### src/hdl/mstk_pkg.sv
package mstk_pkg;

  // Privilege mode encodings
  localparam logic [1:0] MODE_USER = 2'h0;
  localparam logic [1:0] MODE_SUPER = 2'h1;
  localparam logic [1:0] MODE_HYPER = 2'h2;
  localparam logic [1:0] MODE_MACHINE = 2'h3;

  // Register select codes on the access port
  localparam logic [1:0] SEL_ARCH = 2'h0;
  localparam logic [1:0] SEL_IMPL = 2'h1;
  localparam logic [1:0] SEL_THREAD = 2'h2;
  localparam logic [1:0] SEL_STATUS = 2'h3;

  // Status field positions
  localparam int POS_UIE = 0;
  localparam int POS_SIE = 1;
  localparam int POS_HIE = 2;
  localparam int POS_MIE = 3;
  localparam int POS_USER_PRIOR_ENABLE = 4;
  localparam int POS_SUPER_PRIOR_ENABLE = 5;
  localparam int POS_HYPER_PRIOR_ENABLE = 6;
  localparam int POS_MACHINE_PRIOR_ENABLE = 7;
  localparam int POS_SPP = 8;
  localparam int POS_HPP_LO = 9;
  localparam int POS_MPP_LO = 11;
  localparam int POS_FS_LO = 13;
  localparam int POS_XS_LO = 15;
  localparam int POS_MODIFY_PRIVILEGE = 17;
  localparam int POS_PUM = 18;
  localparam int POS_MXR = 19;
  localparam int POS_VM_LO = 24;
  localparam int VM_WIDTH = 5;

  // Reset values
  localparam logic [4:0] VM_RESET = 5'h00;
  localparam logic [1:0] FS_RESET = 2'h0;

  // Stack state of the status register
  typedef struct packed {
    logic [1:0] machine_prior_mode;
    logic [1:0] hyper_prior_mode;
    logic super_prior_mode;
    logic [3:0] prior_enable;
    logic [3:0] int_enable;
  } mstk_stack_type;

  // Trap event from the hart
  typedef struct packed {
    logic valid;
    logic [1:0] from_mode;
    logic [1:0] to_mode;
  } mstk_trap_type;

endpackage : mstk_pkg

### src/hdl/mstk_status.sv
`timescale 1ns/1ps
module mstk_status #(
  parameter int XLEN = 32,
  parameter logic [XLEN-1:0] ARCH_ID = '0, // Arbitrary value, zero means absent
  parameter logic [XLEN-1:0] IMPL_ID = '0, // Arbitrary value, zero means absent
  parameter logic [XLEN-1:0] VENDOR_ID = '0, // Arbitrary value, zero means absent
  parameter bit HAS_USER = 1'b1,
  parameter bit HAS_SUPER = 1'b1,
  parameter bit HAS_HYPER = 1'b0,
  parameter bit HAS_USER_INT = 1'b0,
  parameter bit HAS_FLOAT = 1'b0
) (
  input wire logic clk_i,
  input wire logic sys_rst_i,
  input wire logic clk_en_i,
  input wire logic [XLEN-1:0] thread_number_i,
  input wire logic [1:0] reg_sel_i,
  input wire logic reg_wr_i,
  input wire logic [XLEN-1:0] reg_wdata_i,
  input wire mstk_pkg::mstk_trap_type trap_i,
  input wire logic ret_valid_i,
  input wire logic [1:0] ret_mode_i,
  input wire logic [3:0] int_pending_i,
  output logic [XLEN-1:0] reg_rdata_o,
  output logic [XLEN-1:0] vendor_id_o,
  output logic [1:0] cur_mode_o,
  output logic [3:0] int_accept_o
);

  localparam logic [1:0] LOWEST = HAS_USER ? mstk_pkg::MODE_USER : mstk_pkg::MODE_MACHINE;
  // Enable bits that exist; user bits only with user interrupts
  localparam logic [3:0] KEEP_MASK = {1'b1, HAS_HYPER, HAS_SUPER, HAS_USER_INT};

  mstk_pkg::mstk_stack_type stk_r;
  mstk_pkg::mstk_stack_type stk_nxt;
  logic [1:0] mode_r;
  logic [1:0] mode_nxt;
  logic [4:0] vm_r;
  logic [1:0] fs_r;
  logic modify_privilege_r;
  logic pum_r;
  logic mxr_r;
  logic [XLEN-1:0] status_view;
  logic [XLEN-1:0] reg_rdata_r;
  logic [3:0] accept_r;
  logic [XLEN-1:0] thread_r;
  logic [3:0] mode_ok;

  assign mode_ok = {1'b1, HAS_HYPER, HAS_SUPER, HAS_USER};

  // Legalise a prior-mode value to a supported mode at most the field's level
  function automatic logic [1:0] legal_mode(input logic [1:0] m, input logic [1:0] cap);
    logic [1:0] r;
    r = (m > cap) ? cap : m;
    if (r == mstk_pkg::MODE_HYPER && !HAS_HYPER)
      r = mstk_pkg::MODE_MACHINE;
    if (r == mstk_pkg::MODE_SUPER && !HAS_SUPER)
      r = HAS_USER ? mstk_pkg::MODE_USER : mstk_pkg::MODE_MACHINE;
    if (r == mstk_pkg::MODE_USER && !HAS_USER)
      r = mstk_pkg::MODE_MACHINE;
    if (r > cap)
      r = cap;
    return r;
  endfunction : legal_mode

  // Drop enable bits of modes that are not implemented, and user bits without user interrupts
  function automatic logic [3:0] keep_bits(input logic [3:0] b);
    logic [3:0] r;
    r = b & {1'b1, HAS_HYPER, HAS_SUPER, HAS_USER_INT};
    return r;
  endfunction : keep_bits

  // Next stack state: write, trap entry, trap return
  always_comb
  begin
    stk_nxt = stk_r;
    mode_nxt = mode_r;
    if (reg_wr_i && reg_sel_i == mstk_pkg::SEL_STATUS)
    begin
      stk_nxt.int_enable = keep_bits(reg_wdata_i[mstk_pkg::POS_MIE:mstk_pkg::POS_UIE]);
      stk_nxt.prior_enable = keep_bits(reg_wdata_i[mstk_pkg::POS_MACHINE_PRIOR_ENABLE:mstk_pkg::POS_USER_PRIOR_ENABLE]);
      stk_nxt.super_prior_mode = HAS_SUPER && HAS_USER && reg_wdata_i[mstk_pkg::POS_SPP];
      stk_nxt.hyper_prior_mode = HAS_HYPER ? legal_mode(reg_wdata_i[mstk_pkg::POS_HPP_LO+:2],
                                                        mstk_pkg::MODE_HYPER) : 2'h0;
      stk_nxt.machine_prior_mode = legal_mode(reg_wdata_i[mstk_pkg::POS_MPP_LO+:2],
                                              mstk_pkg::MODE_MACHINE);
    end
    if (trap_i.valid)
    begin
      // Push: prior enable takes source enable, target enable clears
      stk_nxt.prior_enable[trap_i.to_mode] = stk_r.int_enable[trap_i.from_mode]
        & KEEP_MASK[trap_i.to_mode];
      stk_nxt.int_enable[trap_i.to_mode] = 1'b0;
      case (trap_i.to_mode)
        mstk_pkg::MODE_MACHINE: stk_nxt.machine_prior_mode = legal_mode(trap_i.from_mode, mstk_pkg::MODE_MACHINE);
        mstk_pkg::MODE_HYPER: stk_nxt.hyper_prior_mode = legal_mode(trap_i.from_mode, mstk_pkg::MODE_HYPER);
        mstk_pkg::MODE_SUPER: stk_nxt.super_prior_mode = trap_i.from_mode[0];
        default: ;
      endcase
      mode_nxt = trap_i.to_mode;
    end
    else if (ret_valid_i)
    begin
      // Pop the stack of the returning mode
      case (ret_mode_i)
        mstk_pkg::MODE_MACHINE:
        begin
          mode_nxt = stk_r.machine_prior_mode;
          stk_nxt.machine_prior_mode = LOWEST;
        end
        mstk_pkg::MODE_HYPER:
        begin
          mode_nxt = stk_r.hyper_prior_mode;
          stk_nxt.hyper_prior_mode = HAS_HYPER ? LOWEST : 2'h0;
        end
        mstk_pkg::MODE_SUPER:
        begin
          mode_nxt = {1'b0, stk_r.super_prior_mode};
          stk_nxt.super_prior_mode = 1'b0;
        end
        default: mode_nxt = mstk_pkg::MODE_USER;
      endcase
      stk_nxt.int_enable[mode_nxt] = stk_r.prior_enable[ret_mode_i] & KEEP_MASK[mode_nxt];
      stk_nxt.prior_enable[ret_mode_i] = KEEP_MASK[ret_mode_i];
    end
  end

  // Stack and current mode
  always_ff @(posedge clk_i)
  begin
    if (sys_rst_i)
    begin
      stk_r <= '{machine_prior_mode: mstk_pkg::MODE_MACHINE, default: '0};
      mode_r <= mstk_pkg::MODE_MACHINE;
    end
    else if (clk_en_i)
    begin
      stk_r <= stk_nxt;
      mode_r <= mode_nxt;
    end
  end

  // Memory and extension fields written by software
  always_ff @(posedge clk_i)
  begin
    if (sys_rst_i)
    begin
      vm_r <= mstk_pkg::VM_RESET;
      fs_r <= mstk_pkg::FS_RESET;
      modify_privilege_r <= 1'b0;
      pum_r <= 1'b0;
      mxr_r <= 1'b0;
    end
    else if (clk_en_i && reg_wr_i && reg_sel_i == mstk_pkg::SEL_STATUS)
    begin
      vm_r <= mstk_pkg::VM_RESET; // Only bare scheme supported
      fs_r <= (HAS_SUPER || HAS_FLOAT) ? reg_wdata_i[mstk_pkg::POS_FS_LO+:2] : 2'h0;
      modify_privilege_r <= reg_wdata_i[mstk_pkg::POS_MODIFY_PRIVILEGE];
      pum_r <= HAS_SUPER && reg_wdata_i[mstk_pkg::POS_PUM];
      mxr_r <= HAS_SUPER && reg_wdata_i[mstk_pkg::POS_MXR];
    end
  end

  // Assemble the status view; reserved bits stay zero
  always_comb
  begin
    status_view = '0;
    status_view[mstk_pkg::POS_MIE:mstk_pkg::POS_UIE] = stk_r.int_enable;
    status_view[mstk_pkg::POS_MACHINE_PRIOR_ENABLE:mstk_pkg::POS_USER_PRIOR_ENABLE] = stk_r.prior_enable;
    status_view[mstk_pkg::POS_SPP] = stk_r.super_prior_mode;
    status_view[mstk_pkg::POS_HPP_LO+:2] = stk_r.hyper_prior_mode;
    status_view[mstk_pkg::POS_MPP_LO+:2] = stk_r.machine_prior_mode;
    status_view[mstk_pkg::POS_FS_LO+:2] = fs_r;
    status_view[mstk_pkg::POS_XS_LO+:2] = 2'h0; // No extra extension state
    status_view[mstk_pkg::POS_MODIFY_PRIVILEGE] = modify_privilege_r;
    status_view[mstk_pkg::POS_PUM] = pum_r;
    status_view[mstk_pkg::POS_MXR] = mxr_r;
    status_view[mstk_pkg::POS_VM_LO+:mstk_pkg::VM_WIDTH] = vm_r;
    status_view[XLEN-1] = (fs_r == 2'h3);
  end

  // Thread number sampled on every enabled cycle, during reset too; identifier set by the system
  always_ff @(posedge clk_i)
  begin
    if (clk_en_i)
      thread_r <= thread_number_i;
  end

  // Registered read data
  always_ff @(posedge clk_i)
  begin
    if (sys_rst_i)
      reg_rdata_r <= '0;
    else if (clk_en_i)
    begin
      case (reg_sel_i)
        mstk_pkg::SEL_ARCH: reg_rdata_r <= ARCH_ID;
        mstk_pkg::SEL_IMPL: reg_rdata_r <= IMPL_ID;
        mstk_pkg::SEL_THREAD: reg_rdata_r <= thread_r;
        mstk_pkg::SEL_STATUS: reg_rdata_r <= status_view;
        default: reg_rdata_r <= '0;
      endcase
    end
  end

  // Interrupt acceptance by privilege
  always_ff @(posedge clk_i)
  begin
    if (sys_rst_i)
      accept_r <= 4'h0;
    else if (clk_en_i)
    begin
      for (int m = 0; m < 4; m++)
        accept_r[m] <= int_pending_i[m] && mode_ok[m]
          && ((m > mode_r) || (m == mode_r && stk_r.int_enable[m]));
    end
  end

  assign reg_rdata_o = reg_rdata_r;
  assign cur_mode_o = mode_r;
  assign int_accept_o = accept_r;

  // Vendor id as a constant register
  always_ff @(posedge clk_i)
  begin
    vendor_id_o <= VENDOR_ID;
  end

  chk_trap_clears_enable: assert property (@(posedge clk_i) disable iff (sys_rst_i)
    clk_en_i && trap_i.valid |=> !stk_r.int_enable[$past(trap_i.to_mode)])
    else $error("trap did not clear target enable");

  chk_trap_sets_mode: assert property (@(posedge clk_i) disable iff (sys_rst_i)
    clk_en_i && trap_i.valid |=> mode_r == $past(trap_i.to_mode))
    else $error("trap did not switch mode");

  chk_machine_trap_return_prior_one: assert property (@(posedge clk_i) disable iff (sys_rst_i)
    clk_en_i && ret_valid_i && !trap_i.valid && ret_mode_i == mstk_pkg::MODE_MACHINE
    |=> stk_r.prior_enable[3] && stk_r.machine_prior_mode == LOWEST)
    else $error("machine return did not reset stack");

  chk_machine_trap_return_mode: assert property (@(posedge clk_i) disable iff (sys_rst_i)
    clk_en_i && ret_valid_i && !trap_i.valid && ret_mode_i == mstk_pkg::MODE_MACHINE
    |=> mode_r == $past(stk_r.machine_prior_mode))
    else $error("machine return went to wrong mode");

  chk_lower_blocked: assert property (@(posedge clk_i) disable iff (sys_rst_i)
    mode_r == mstk_pkg::MODE_MACHINE && $stable(mode_r) |=> int_accept_o[2:0] == 3'h0)
    else $error("lower mode interrupt accepted");

  chk_user_int_zero: assert property (@(posedge clk_i) disable iff (sys_rst_i)
    !HAS_USER_INT |-> !stk_r.int_enable[0] && !stk_r.prior_enable[0])
    else $error("user enable bits not zero");

  chk_mpp_legal: assert property (@(posedge clk_i) disable iff (sys_rst_i)
    mode_ok[stk_r.machine_prior_mode])
    else $error("machine prior mode illegal");

  chk_hyper_absent: assert property (@(posedge clk_i) disable iff (sys_rst_i)
    !HAS_HYPER |-> stk_r.hyper_prior_mode == 2'h0 && !stk_r.int_enable[2] && !stk_r.prior_enable[2])
    else $error("absent hyper fields not zero");

  chk_status_read: assert property (@(posedge clk_i) disable iff (sys_rst_i)
    clk_en_i && reg_sel_i == mstk_pkg::SEL_STATUS
    |=> reg_rdata_o[23:20] == 4'h0 && reg_rdata_o[mstk_pkg::POS_MIE] == $past(stk_r.int_enable[3]))
    else $error("status read wrong");

endmodule : mstk_status

### config.mk
export PLATFORM = sky130hd
export DESIGN_NAME = mstk_status
export DESIGN_NICKNAME = d
export VERILOG_FILES = /design/src/hdl/mstk_pkg.sv /design/src/hdl/mstk_status.sv
export SDC_FILE = /design/constraint.sdc
export NUM_CORES = 1
export LEC_CHECK = 0
export ABC_AREA = 1
export BUFFER_PORTS_ARGS = -buffer_cell sky130_fd_sc_hd__buf_2
export CAP_MARGIN = 40
export CORE_ASPECT_RATIO = 1.75
export CORE_MARGIN = 10
export CORE_UTILIZATION = 35
export CTS_BUF_LIST = sky130_fd_sc_hd__clkbuf_2 sky130_fd_sc_hd__clkbuf_4 sky130_fd_sc_hd__clkbuf_8
export CTS_CLUSTER_DIAMETER = 80
export CTS_CLUSTER_SIZE = 20
export DETAILED_ROUTE_END_ITERATION = 12
export GPL_ROUTABILITY_DRIVEN = 0
export GPL_TIMING_DRIVEN = 0
export SYNTH_ARGS = -nofsm -noshare
export SYNTH_HDL_FRONTEND = slang
export SYNTH_SLANG_ARGS = --single-unit
### constraint.sdc
create_clock -name clk_i -period 2.8 [get_ports clk_i]
set_input_delay 0.14 -clock clk_i [delete_from_list [all_inputs] [get_ports clk_i]]
set_output_delay 0.14 -clock clk_i [all_outputs]
set_load 0.03 [all_outputs]
After elaboration in Yosys (flattened, before gate mapping) --
Cells that the tools add are included.
Word-level totals: register bits after elaboration 87, bits of input ports 82, output and inout port bits 70
Cells by class: $lt $le $gt $ge 15, equality and inequality tests 15, multiplexer cells 48, bitwise logic cells 4, reduce and logical (&&, ||, !) cells 19
Operators with widths (number):
- 32-bit one-hot mux with 3 select lines | 1
- 2-bit 2-to-1 mux | 22
- 13-bit 2-to-1 mux | 3
- 2-bit equality test (second input constant) | 10
- 4-bit bitwise mux | 3
- 2-bit > comparator (second input constant) | 6
- 1-bit logical AND | 12
- 2-bit by 3-bit less-than comparator with 1-bit output (second input constant) | 4
- 1-bit binary-select mux with 2-bit select | 5
- 1-bit 2-to-1 mux | 10
- 1-bit demux with 2-bit select | 3
- 2-bit by 1-bit equality test with 1-bit output (second input constant) | 3
- 2-bit by 1-bit greater-or-equal comparator with 1-bit output (second input constant) | 3
- 2-bit one-hot mux with 3 select lines | 1
- 4-bit AND | 1
- 2-bit zero test | 2
- 4-bit NOT | 1
- 1-bit AND | 2
- 1-bit by 2-bit equality test with 1-bit output (first input constant) | 1
- 2-bit equality test (first input constant) | 1
- 1-bit by 2-bit > comparator with 1-bit output (first input constant) | 1
- 2-bit > comparator (first input constant) | 1
- 1-bit logical OR | 2
- 2-bit AND reduction | 1
- other kinds (2) | 2

Longest topological paths before layout --
word-level depth 11, mapped depth 9

Worst setup path after synthesis --
Ideal clock, no wire load.
path type reg-to-reg, from reg mode_r[1] (netlist: cur_mode_o[1]), to reg accept_r[3] (netlist: int_accept_o[3]), arrival time 883 ps, required time 2672 ps, path slack 1789 ps, cell stages (with the launch flop) 4, path buffers 0, clock period less this slack 1011 ps, cell sequence dfxtp_1 inv_1 o31ai_1 a21oi_1
On the way: longest elaborated chain between the ends 4, elaborated cells between the ends (all ways) 5, classes of those cells order compare (1); eq/ne (1); reduce/logical (3)
RTL lines:
- start, declared | line mstk_status.sv:36 | logic [1:0] mode_r;
- start signal, assigned | line mstk_status.sv:134 | mode_r <= mstk_pkg::MODE_MACHINE;
- start signal, assigned | line mstk_status.sv:139 | mode_r <= mode_nxt;
- 2-bit equality test | line mstk_status.sv:215 | && ((m > mode_r) || (m == mode_r && stk_r.int_enable[m]));
- 1-bit logical AND | line mstk_status.sv:215
- 1-bit logical OR * | line mstk_status.sv:215
- 1-bit logical AND * | line mstk_status.sv:215
- end signal, assigned by index | line mstk_status.sv:214 | accept_r[m] <= int_pending_i[m] && mode_ok[m]
- end, declared | line mstk_status.sv:45 | logic [3:0] accept_r;
Every way passes the cells marked *; elsewhere a longest branch is shown, timed or not. A chain may end at the register's enable or synchronous reset.

==> impl_metrics.env <==
export IMPL_dieWidth_um=101
export IMPL_path_depth=6
export IMPL_antenna_found_initial=2
export IMPL_slew_violations=0
export IMPL_dpl_cell_count=723
export IMPL_finalHoldViolations=0
export IMPL_cts_buffers=9
export IMPL_fin_skew_ns=0.0160
export IMPL_endpoint_kind="flop"
export IMPL_p_leak_uw=0.00255
export IMPL_crit_path_cell_trace="buf_2, buf_2, buf_4, buf_2, nand4_1, a21oi_1"
export IMPL_wl_per_cell_um=15.9
export IMPL_dr_pass1_iters=5
export IMPL_path_buf_inv=4
export IMPL_nets=716
export IMPL_final_layout_size_suffix_gt1_share_pct=30.0
export IMPL_port_buffers=94
export IMPL_ir_drop_mv=0.411
export IMPL_yosysWarningCount=0
export IMPL_postCtsSetupBuffers=0
export IMPL_die_h_um=162
export IMPL_cts_resized=0
export IMPL_grt_overflow=0
export IMPL_dp_slack_ns=0.857
export IMPL_instances_no_fill=773
export IMPL_syn_avg_cell_area_sq_um=8.67
export IMPL_dieArea_sq_um=16400
export IMPL_viasPerCell=4.76
export IMPL_critPathKind="in -> reg"
export IMPL_crit_arrival_ns=1.86
export IMPL_ant_nets=0
export IMPL_grt_total_usage_pct=14.8
export IMPL_hold_slack_ns=0.0221
export IMPL_rr_worst_depth=6
export IMPL_clkLatencyLatePin_ns=0.38
export IMPL_yosysUniqueCellTypes=37
export IMPL_slew_headroom_pct=47.9
export IMPL_synthToLayoutAreaGrowth_pct=31.7
export IMPL_fillers=1112
export IMPL_crit_top_cell="buf_2"
export IMPL_cts_max_level=3
export IMPL_worstPathMaxFanout=33
export IMPL_worstPathRequired_ns=3.12
export IMPL_min_path_cells=3
export IMPL_seq_area_frac_synth_pct=51.2
export IMPL_powerDensity_nw_per_um2=531
export IMPL_cts_root_buf="clkbuf_8"
export IMPL_crit_family="buffers and inverters"
export IMPL_vias=3683
export IMPL_worst_setup_path_start_kind="input pin"
export IMPL_drv_cap=0
export IMPL_fin_crit_ns=1.54
export IMPL_drt_total_wl_mm=12.3
export IMPL_grt_pass1_wl_mm=18.9
export IMPL_rows=51
export IMPL_pin_count=152
export IMPL_cts_sinks=87
export IMPL_setup_ws_ns=1.26
export IMPL_setup_violations_final=0
export IMPL_fin_crit_sh_pct=55.0
export IMPL_drt_iter0_drc=248
export IMPL_drc=0
export IMPL_slowest_stage="buf_2"
export IMPL_design_area_sq_um=5310
export IMPL_slowest_delay_ns=0.59
export IMPL_setup_tns_ns=0
export IMPL_clockBufferDepth=2
export IMPL_grt_pass1_vias=3769
export IMPL_status="complete, no violations"
export IMPL_path_clk_slew_ns=0.10
export IMPL_core_area_sq_um=11200
export IMPL_fmax_mhz=649
export IMPL_rsz0062_at_grt="false"
export IMPL_holdCritPathClass="in -> reg"
export IMPL_dpl_hpwl_mm=9.42
export IMPL_cts_tree="done"
export IMPL_synth_cells=465
export IMPL_tightest_slew_ns=0.781
export IMPL_grt_max_degree=34
export IMPL_netlist_area_sq_um=4030
export IMPL_placed_area_sq_um=4790
export IMPL_initial_core_util_pct=35.9
export IMPL_ys_seq_elements=87
## path summary, 6_finish.rpt
path / start / end / slack [ns]
worst min-delay path: reg_wdata_i[13] / fs_r[0]$_SDFFE_PP0P_ / 0.02
worst max-delay path: clk_en_i / status_view[10]$_SDFFE_PP0P_ / 1.26
worst min register to register: modify_privilege_r$_SDFFE_PP0P_ / modify_privilege_r$_SDFFE_PP0P_ / 0.46
worst max register to register: status_view[3]$_SDFFE_PP0P_ / status_view[7]$_SDFFE_PP0P_ / 1.65
## registers in the layout (all words and copies together) (netlist names)
register,cells
int_accept_o,3
thread_r,32
modify_privilege_r,1
status_view,13
mxr_r,1
reg_rdata_o,32
cur_mode_o,2
fs_r,2
pum_r,1
## synth_stat cells (all sizes together)
| master | n | area share (%) |
|---|---|---|
| conb | 1 | 0.093 |
| dfxtp | 55 | 27 |
| nor2 | 27 | 3.1 |
| clkinv | 1 | 0.093 |
| nand3 | 21 | 2.7 |
| buf | 52 | 9.1 |
| clkbuf | 4 | 0.37 |
| o211ai | 5 | 0.93 |
| o221ai | 11 | 2.4 |
| a31oi | 3 | 0.47 |
| nor3 | 3 | 0.37 |
| edfxtp | 32 | 24 |
| o2111ai | 1 | 0.22 |
| nand4 | 3 | 0.47 |
| nand2 | 97 | 9.7 |
| a31o | 6 | 1.3 |
| o31ai | 1 | 0.19 |
| inv | 57 | 5.6 |
| a211oi | 1 | 0.19 |
| o311ai | 1 | 0.22 |
| o21ai | 48 | 6.4 |
| a21oi | 35 | 4.9 |
## area by class of cell
class	count	area, sq um	share of cell area, %
clock buffer	9	124	2.33
tap	132	165	3.11
multi-input combinational	296	1480	27.8
sequential	87	2060	38.9
clock inverter	7	71.3	1.34
buffer	56	383	7.22
inverter	58	228	4.29
timing repair buffer	126	791	14.9
antenna	2	5.00	0.0943
## power breakdown
group,total [uW],switching [uW],internal [uW]
sequential,1430,34.6,1390
clock,870,522,348
combinational,519,332,187
total,2820,888,1930
## per-stage QoR
| stage | power (uW) | utilization, % |
|---|---|---|
| 6_report | 2820 | 47.2 |
| 5_1_grt | 2940 | 47.2 |
| 4_1_cts | 2830 | 47.2 |
| 3_5_place_dp | 1940 | 42.6 |
| 3_3_place_gp | 1930 | 42.6 |
| 2_1_floorplan | 1780 | - |
## routing by layer
layer | up-vias | GRT usage (%) | share of wire [%]
li1 | 1825 | - | -
met1 | 1636 | 14.0 | 34
met2 | 186 | 26.1 | 52
met3 | 36 | 5.01 | 10
met4 | 0 | 8.97 | 3.9
met5 | - | 0 | 0
## cell families (layout without fill, tap and decap cells)
logic type | Yosys count | count (layout) | synth area share [%]
and+or+nand+nor | 151 | 151 | 16.4
buffers and inverters | 114 | 256 | 15.2
AOI/OAI and AO/OA | 112 | 112 | 17.2
DFF | 87 | 87 | 51.2
other | 1 | 35 | 0.0930
## tightest hold or removal path: stages
cell and delay (ns):
buf_2 0.09, o21ai_2 0.06, a21oi_2 0.09
## timing repair
action / CTS / global route
hold buffers: 32 / 0
endpoints found under the hold margin: 32 / 0
endpoints found under the setup margin: 0 / 0
## cell usage in the layout (no fill, tap or decap), drive strengths merged
master,Yosys,layout
a211oi,1,1
a21oi,35,35
a31o,6,6
a31oi,3,3
buf,52,146
clkbuf,4,13
clkinv,1,4
conb,1,33
dfxtp,55,55
diode,0,2
dlygate4sd3,0,32
edfxtp,32,32
inv,57,61
nand2,97,97
nand3,21,21
nand4,3,3
nor2,27,27
nor3,3,3
o2111ai,1,1
o211ai,5,5
o21ai,48,48
o221ai,11,11
o311ai,1,1
o31ai,1,1
Note: power is estimated with default switching activity, not from simulation.
